--- src/design/psal_consts.vh ---
// constants for the status latch and alert block
// Contract
// (RULE_01) every status latch except output-off and power-good stays set until an explicit clear
// (RULE_02) output-off and power-good-negated bits are live, never latched or cleared
// (RULE_03) status byte write clears bits holding 1, leaves bits holding 0
// (RULE_04) lower-level status registers clear by write; summary registers cannot
// (RULE_05) summary bits are the OR of their latches, clearing in the same cycle
// (RULE_06) clear-faults command and output off-then-on cycle also clear all latches
// (RULE_07) a clear while the event persists re-sets the latch at once
// (RULE_08) clearing is a one-cycle pulse, never a held reset
// (RULE_09) an unmasked re-set latch reasserts the alert right after the clear
// (RULE_10) each latch reaches the alert only while its mask bit is zero
// (RULE_11) alert goes low on an unmasked latch rising and stays until cleared
// (RULE_12) alert releases after own address is sent answering the alert response read
// (RULE_13) clear-faults command also deasserts the alert
// (RULE_14) alert response answered only when base address is 40h or more
// (RULE_15) clears act only when the write transaction ends acknowledged
// (RULE_16) power-on reset clears all latches, summaries and the alert
`ifndef PSAL_CONSTS_VH
`define PSAL_CONSTS_VH
`define PSAL_NGRP        4
`define PSAL_NBITS       32
`define PSAL_GRP_VOUT    2'h0
`define PSAL_GRP_IOUT    2'h1
`define PSAL_GRP_TEMP    2'h2
`define PSAL_GRP_CML     2'h3
`define PSAL_WORD_VOUT   15
`define PSAL_WORD_IOUT   14
`define PSAL_WORD_PGN    11
`define PSAL_WORD_OFF    6
`define PSAL_WORD_TEMP   2
`define PSAL_WORD_CML    1
`define PSAL_LAT_RST     32'h0000_0000
`define PSAL_WORD_RST    16'h0000
`define PSAL_ARA_ADDR    7'h0c
`define PSAL_ARA_MIN     7'h40
`define PSAL_TX_BITS     4'h8
`endif

--- src/design/psal_ara_resp.v ---
// alert response address responder sampling the link pins
`timescale 1ns/10ps
`default_nettype none
`include "psal_consts.vh"
module psal_ara_resp (
    // clock and reset
    input  wire       core_clk,
    input  wire       rst_n,
    // link pins
    input  wire       scl_in,
    input  wire       sda_in,
    output reg        sda_oe_q,
    // control
    input  wire       arm,
    input  wire [6:0] own_addr,
    output reg        done_q
);
    localparam S_IDLE = 5'b00001;
    localparam S_ADDR = 5'b00010;
    localparam S_ACK  = 5'b00100;
    localparam S_TX   = 5'b01000;
    localparam S_MACK = 5'b10000;

    reg  [4:0] state_q;
    reg  [7:0] sh_q;
    reg  [3:0] cnt_q;
    reg  [1:0] scl_m_q;
    reg  [1:0] sda_m_q;
    reg        scl_p_q;
    reg        sda_p_q;
    wire       scl_s = scl_m_q[1];
    wire       sda_s = sda_m_q[1];
    wire       scl_rise = scl_s & ~scl_p_q;
    wire       scl_fall = ~scl_s & scl_p_q;
    wire       start = scl_s & scl_p_q & sda_p_q & ~sda_s;
    wire       stop  = scl_s & scl_p_q & ~sda_p_q & sda_s;

    // pins cross two flops; the edge finders only see the second
    always @(posedge core_clk or negedge rst_n) begin
        if (!rst_n) begin
            scl_m_q <= 2'h3;
            sda_m_q <= 2'h3;
            scl_p_q <= 1'b1;
            sda_p_q <= 1'b1;
        end else begin
            scl_m_q <= {scl_m_q[0], scl_in};
            sda_m_q <= {sda_m_q[0], sda_in};
            scl_p_q <= scl_s;
            sda_p_q <= sda_s;
        end
    end

    always @(posedge core_clk or negedge rst_n) begin
        if (!rst_n) begin
            state_q  <= S_IDLE;
            sh_q     <= 8'h00;
            cnt_q    <= 4'h0;
            sda_oe_q <= 1'b0;
            done_q   <= 1'b0;
        end else begin
            done_q <= 1'b0;
            if (start) begin
                state_q  <= S_ADDR;
                cnt_q    <= 4'h0;
                sda_oe_q <= 1'b0;
            end else if (stop) begin
                state_q  <= S_IDLE;
                sda_oe_q <= 1'b0;
            end else begin
                case (state_q)
                    S_IDLE: begin
                        sda_oe_q <= 1'b0;
                    end
                    S_ADDR: begin
                        if (scl_rise) begin
                            sh_q  <= {sh_q[6:0], sda_s};
                            cnt_q <= cnt_q + 4'h1;
                        end else if (scl_fall && cnt_q == `PSAL_TX_BITS) begin
                            if (sh_q == {`PSAL_ARA_ADDR, 1'b1} && arm) begin
                                state_q  <= S_ACK;
                                sda_oe_q <= 1'b1;
                            end else begin
                                state_q <= S_IDLE;
                            end
                        end
                    end
                    S_ACK: begin
                        if (scl_fall) begin
                            state_q  <= S_TX;
                            sh_q     <= {own_addr, 1'b0};
                            sda_oe_q <= ~own_addr[6];
                            cnt_q    <= 4'h0;
                        end
                    end
                    S_TX: begin
                        if (scl_rise) begin
                            // a released one read back low means another target won
                            if (!sda_oe_q && !sda_s) begin
                                state_q <= S_IDLE;
                            end else begin
                                cnt_q <= cnt_q + 4'h1;
                            end
                        end else if (scl_fall) begin
                            if (cnt_q == `PSAL_TX_BITS) begin
                                state_q  <= S_MACK;
                                sda_oe_q <= 1'b0;
                            end else begin
                                sh_q     <= {sh_q[6:0], 1'b0};
                                sda_oe_q <= ~sh_q[6];
                            end
                        end
                    end
                    S_MACK: begin
                        if (scl_rise) begin
                            done_q  <= 1'b1; // [RULE_12]
                            state_q <= S_IDLE;
                        end
                    end
                    default: begin
                        state_q  <= S_IDLE;
                        sda_oe_q <= 1'b0;
                    end
                endcase
            end
        end
    end
endmodule // psal_ara_resp
`default_nettype wire

--- src/design/psal_alert_latch.v ---
// status latches, summary word and alert output of the power-management target
`timescale 1ns/10ps
`default_nettype none
`include "psal_consts.vh"
module psal_alert_latch (
    // clock and reset
    input  wire        core_clk,
    input  wire        rst_n,
    // event detectors and live state, asynchronous
    input  wire [31:0] evt_in,
    input  wire        output_in_regulation,
    input  wire        en_pin,
    // command decoder, core clock domain
    input  wire        operation_on,
    input  wire        wr_status_stb,
    input  wire [1:0]  wr_status_grp,
    input  wire [7:0]  wr_status_data,
    input  wire        clear_faults_stb,
    input  wire        txn_end,
    input  wire        txn_ok,
    // configuration
    input  wire [31:0] alert_mask,
    input  wire [6:0]  base_addr,
    input  wire [6:0]  slave_addr,
    // link pins
    input  wire        scl_in,
    input  wire        sda_in,
    output reg         sda_out,
    output wire        sda_oe,
    output reg         alert_out_n,
    output reg         alert_oe,
    // status read back
    output reg  [31:0] status_lat,
    output reg  [15:0] status_word
);
    reg  [31:0] evt_m_q;
    reg  [31:0] evt_s_q;
    reg  [1:0]  pg_m_q;
    reg  [1:0]  en_m_q;
    reg  [31:0] lat_q;
    reg  [31:0] unm_q;
    reg  [31:0] pend_mask_q;
    reg         pend_cf_q;
    reg         out_on_q;
    reg         alert_q;
    wire        ara_done;
    wire        pg_s = pg_m_q[1];
    wire        out_on_d = en_m_q[1] & operation_on;
    // an off-then-on cycle shows as the rising edge of the combined enable
    wire        onoff_clr = out_on_d & ~out_on_q; // [RULE_06]
    wire        commit = txn_end & txn_ok; // [RULE_15]
    wire        cf_clr = commit & pend_cf_q;
    wire [31:0] clr_mask;
    wire [31:0] lat_d;
    wire [31:0] unm_d;
    wire [31:0] rise;
    wire        arm = alert_q & (base_addr >= `PSAL_ARA_MIN); // [RULE_14]
    wire        alert_d;
    wire [15:0] word_d;

    // clear strobe lasts one cycle, so a live detector wins in that very cycle
    assign clr_mask = ({32{commit}} & pend_mask_q) | {32{cf_clr | onoff_clr}}; // [RULE_08] [RULE_06]

    genvar i;
    generate
        for (i = 0; i < `PSAL_NBITS; i = i + 1) begin : g_bit
            assign lat_d[i] = (lat_q[i] & ~clr_mask[i]) | evt_s_q[i]; // [RULE_01] [RULE_07]
            assign unm_d[i] = lat_d[i] & ~alert_mask[i]; // [RULE_10]
            // a clear on a still-set bit counts as a fresh edge
            assign rise[i]  = unm_d[i] & (~unm_q[i] | clr_mask[i]); // [RULE_09] [RULE_11]
        end
    endgenerate

    // set beats both clears
    assign alert_d = (|rise) | (alert_q & ~ara_done & ~cf_clr); // [RULE_11] [RULE_12] [RULE_13]

    assign word_d = ({16{|lat_d[8*`PSAL_GRP_VOUT+:8]}} & (16'h0001 << `PSAL_WORD_VOUT))
                  | ({16{|lat_d[8*`PSAL_GRP_IOUT+:8]}} & (16'h0001 << `PSAL_WORD_IOUT))
                  | ({16{|lat_d[8*`PSAL_GRP_TEMP+:8]}} & (16'h0001 << `PSAL_WORD_TEMP))
                  | ({16{|lat_d[8*`PSAL_GRP_CML+:8]}}  & (16'h0001 << `PSAL_WORD_CML))
                  | ({16{~pg_s}}     & (16'h0001 << `PSAL_WORD_PGN))
                  | ({16{~out_on_d}} & (16'h0001 << `PSAL_WORD_OFF)); // [RULE_05] [RULE_02]

    // asynchronous inputs pass two flops first
    always @(posedge core_clk or negedge rst_n) begin
        if (!rst_n) begin
            evt_m_q <= 32'h0000_0000;
            evt_s_q <= 32'h0000_0000;
            pg_m_q  <= 2'h0;
            en_m_q  <= 2'h0;
        end else begin
            evt_m_q <= evt_in;
            evt_s_q <= evt_m_q;
            pg_m_q  <= {pg_m_q[0], output_in_regulation};
            en_m_q  <= {en_m_q[0], en_pin};
        end
    end

    // clears wait for the acknowledged end of the transaction; an abort drops them
    always @(posedge core_clk or negedge rst_n) begin
        if (!rst_n) begin
            pend_mask_q <= 32'h0000_0000;
            pend_cf_q   <= 1'b0;
        end else if (txn_end) begin
            pend_mask_q <= 32'h0000_0000; // [RULE_15]
            pend_cf_q   <= 1'b0;
        end else begin
            // only lower-level groups are addressable; summaries have no write path
            if (wr_status_stb) begin
                pend_mask_q <= pend_mask_q
                             | ({24'h000000, wr_status_data} << {wr_status_grp, 3'h0}); // [RULE_03] [RULE_04]
            end
            if (clear_faults_stb) begin
                pend_cf_q <= 1'b1;
            end
        end
    end

    always @(posedge core_clk or negedge rst_n) begin
        if (!rst_n) begin
            lat_q       <= `PSAL_LAT_RST; // [RULE_16]
            unm_q       <= 32'h0000_0000;
            out_on_q    <= 1'b0;
            alert_q     <= 1'b0;
            status_lat  <= `PSAL_LAT_RST;
            status_word <= `PSAL_WORD_RST;
            alert_out_n <= 1'b1;
            alert_oe    <= 1'b0;
            sda_out     <= 1'b0;
        end else begin
            lat_q       <= lat_d;
            unm_q       <= unm_d;
            out_on_q    <= out_on_d;
            alert_q     <= alert_d;
            status_lat  <= lat_d;
            status_word <= word_d; // [RULE_05]
            alert_out_n <= ~alert_d;
            alert_oe    <= alert_d;
            sda_out     <= 1'b0;
        end
    end

    psal_ara_resp u_ara (
        .core_clk (core_clk),
        .rst_n    (rst_n),
        .scl_in   (scl_in),
        .sda_in   (sda_in),
        .sda_oe_q (sda_oe),
        .arm      (arm),
        .own_addr (slave_addr),
        .done_q   (ara_done)
    );
endmodule // psal_alert_latch
`default_nettype wire

--- config.mk ---
export PLATFORM = sky130hd
export DESIGN_NAME = psal_alert_latch
export DESIGN_NICKNAME = d
export VERILOG_FILES = /design/src/design/psal_ara_resp.v /design/src/design/psal_alert_latch.v
export VERILOG_INCLUDE_DIRS = /design/src /design/src/design
export SDC_FILE = /design/constraint.sdc
export NUM_CORES = 1
export LEC_CHECK = 0
export BUFFER_PORTS_ARGS = -buffer_cell sky130_fd_sc_hd__buf_2
export CAP_MARGIN = 20
export CORE_UTILIZATION = 49
export DETAILED_ROUTE_END_ITERATION = 8
export PLACE_DENSITY = 0.75
export REMOVE_ABC_BUFFERS = 1
export SYNTH_ARGS = -nofsm -noshare
export SYNTH_HDL_FRONTEND = slang
export SYNTH_SLANG_ARGS = --single-unit
--- constraint.sdc ---
create_clock -name core_clk -period 1.9 [get_ports core_clk]
set_clock_uncertainty 0.05 [all_clocks]
set_input_delay 0.19 -clock core_clk [delete_from_list [all_inputs] [get_ports core_clk]]
set_output_delay 0.19 -clock core_clk [all_outputs]
set_load 0.05 [all_outputs]
==> flow_summary.json <==
{
  "outcome": "complete, but fails checks",
  "violations": "DRC, setup timing",
  "clkTransAtPathRegs_ps": 80,
  "crit_fanout": 9,
  "initial_utilization": 0.509,
  "maxSlewHeadroom": 0.572,
  "p_leak_nw": 4.77,
  "synth_xor_area_frac": 0.00117,
  "wl_met1_mm": 8.92,
  "synth_top_area_cell": "dfrtp_1",
  "drv_slew": 0,
  "ys_seq_area_frac": 0.667,
  "async_flop_share": 1.00,
  "synth_mux_area_frac": 0.0107,
  "die_w_um": 126,
  "crit_path_end_kind": "flip-flop",
  "first_pass_iters": 8,
  "routed-wl-met2_mm": 11.0,
  "grt_overflow_total": 0,
  "arrival_ps": 2550,
  "synth.avg_cell_area_um2": 12.3,
  "placeableCoreArea_um2": 14700,
  "crit_path_top_delay_cell": "nor4_2",
  "finalSetupViolCount": 6,
  "grtUsageTotal": 0.289,
  "synth_area_leaders": "dfrtp_1 (64%), nor2_1 (3.3%), dfstp_2 (2.8%)",
  "ys.flop_type": "dfrtp_1",
  "met3_length_mm": 1.63,
  "drt_wl_total_mm": 22.6,
  "yosys.area_share.simple": 0.142,
  "yosys.cell_types.count": 63,
  "post-route-period-util": 1.17,
  "cts_buffer_depth": 2,
  "final_util": 0.726,
  "top_layer": "met4",
  "synth_top_area_frac": 0.639,
  "period_needed_ps": 2220,
  "fp.dieArea_um2": 15800,
  "synth-compound-area-share": 0.128,
  "yosysWarnings": 0,
  "rsz0062_at_grt": "true",
  "syn_area_um2": 7480,
  "cp.buffers_inverters": 2,
  "ant_nets": 0,
  "synth_seq_cells": 199,
  "start_kind": "flip-flop",
  "crit_chain": "nand3b_1, and2_4, buf_12, a31oi_4, inv_2, a22oi_2, o211ai_1, nor4_2, and3_1",
  "ioPinCount": 151,
  "viasPerCell": 5.81,
  "crit_family": "simple AND/OR/NAND/NOR gates",
  "nFillCells": 909,
  "cts_tree": "done",
  "vdd_ir_drop_max_uv": 929,
  "grt_first_pass_wirelength_mm": 34.6,
  "cts_made_buffers": 17,
  "dp_hpwl_mm": 14.2,
  "cts_sinks": 199,
  "clk_latency_ps": 440,
  "synthAdderAreaFrac": 0.00334,
  "final_cell_mix": "dfrtp_1 (191), buf_2 (133), buf_4 (81)",
  "maxCapViolations": 0,
  "worst_pin_slew_ps": 640,
  "synthesis.instances": 608,
  "synth_top_family_by_area": "simple AND/OR/NAND/NOR gates",
  "hold_class": "in2reg",
  "fmax_mhz": 450,
  "nets": 1004,
  "root_buffer": "clkbuf_16",
  "htreeDepth": 4,
  "wire_per_inst_um": 20.6,
  "worstSetupPathType": "reg2reg",
  "io_buffers": 133,
  "die_y_um": 126,
  "antenna_cells": 0,
  "synth_edf_count": 0,
  "fin_area_um2": 10700,
  "grt_max_degree": 56,
  "place.gp.congestion": 0.927,
  "layout_commonest_cell": "dfrtp_1",
  "syn_to_final_growth_pct": 42.7,
  "place_area_um2": 8930,
  "power.density_nw_per_um2": 979,
  "antenna_found_initial": 0,
  "grt_pass1_vias": 6631,
  "drt_iter0_markers": 646,
  "hold_viol": 0,
  "max_stage_delay_ps": 390,
  "via_count": 6386,
  "layout-drive-gt1-share": 0.361,
  "fin_setup_tns_ps": -1220,
  "drc_errors": 7,
  "required_ps": 2230,
  "fin_ws_ps": -321,
  "rows": 44
}
[registers in the layout (all words and copies together) (netlist names), 4 cells and up]
signal / count
pend_mask_q: 32
evt_s_q: 32
status_lat: 32
status_word: 6
unm_q: 32
u_ara.sh_q: 8
evt_m_q: 32
u_ara.state_q: 5
u_ara.cnt_q: 4
[area by class of cell]
| cell class | instances | area, um^2 | area share |
|---|---|---|---|
| clock inverter | 14 | 179 | 0.0168 |
| sequential | 199 | 4990 | 0.467 |
| clock buffer | 18 | 439 | 0.0411 |
| inverter | 34 | 128 | 0.0120 |
| tap | 184 | 230 | 0.0216 |
| timing repair buffer | 301 | 2240 | 0.210 |
| multi-input combinational | 350 | 2470 | 0.231 |
[power by group]
group	internal (W)	leakage (nW)	switching (W)	total (W)
registers	0.00458	2.34	0.000252	0.00483
logic	0.000805	2.13	0.00110	0.00190
clock network	0.00194	0.302	0.00178	0.00372
total	0.00732	4.77	0.00313	0.0105
[stage by stage]
step                hold slack, ps  worst slack (ps)  std cells  power [W]
floorplan                     -156              -741        583    0.00563
global placement               137              -195        984    0.00630
detailed placement             146              -348        984    0.00640
CTS                           8.41              -244       1091     0.0103
global route                  5.33              -376       1100     0.0108
finish                        10.2              -321       1100     0.0105
[timing repair]
action / 4_1_cts / 5_1_grt
gates resized for setup: 23 / 33
setup endpoints to repair: 22 / 24
gates cloned: 0 / 1
endpoints found under the hold margin: 118 / 0
buffers inserted: 2 / 8
hold buffers: 73 / 0
pin swaps: 11 / 28
[layer usage]
metal  GRT usage  vias up
met4       0.151        0
met1       0.367     3189
met2       0.466      376
li1            -     2725
met3      0.0650       96
met5           0        -
[kinds of logic (layout without fill, tap and decap cells)]
family	after synthesis	in the layout
AND/OR/NAND/NOR	205	205
flip-flops	199	199
AO/OA/AOI/OAI	123	123
buffers and inverters	69	367
multiplexers	8	8
adder cells (fa/ha/maj)	2	2
other	1	11
XOR/XNOR	1	1
[worst register-to-register path: stages (launching register included)]
cell and delay [ps]:
dfrtp_1 370, nand3b_1 200, and2_4 220, buf_12 150, a31oi_4 210, inv_2 80
a22oi_2 170, o211ai_1 130, nor4_2 390, and3_1 210
[path summary, 6_finish.rpt]
kind	from	endpoint	slack, ps	cells past startpoint
max	out_on_q$_DFF_PN0_	alert_out_n$_DFF_PN1_	-320	9
min	operation_on	out_on_q$_DFF_PN0_	10	2
max reg2reg	out_on_q$_DFF_PN0_	alert_out_n$_DFF_PN1_	-320	9
min reg2reg	evt_m_q[4]$_DFF_PN0_	evt_s_q[4]$_DFF_PN0_	300	0
max in group asynchronous	rst_n	unm_q[31]$_DFF_PN0_	910	3
min in group asynchronous	rst_n	status_lat[8]$_DFF_PN0_	250	2
[synth_stat cells (8+ instances only)]
library cell / n
nor2b_1: 10
mux2i_1: 8
buf_4: 14
o21ai_0: 16
nand4_1: 17
nand2_1: 30
dfrtp_1: 191
a21oi_1: 33
dfstp_2: 8
nand3_1: 36
a41oi_1: 11
inv_2: 9
nor2_1: 65
inv_1: 25
nand3b_1: 15
a31oi_2: 9
clkbuf_1: 11
No activity file was read; power rests on OpenSTA's default activity.
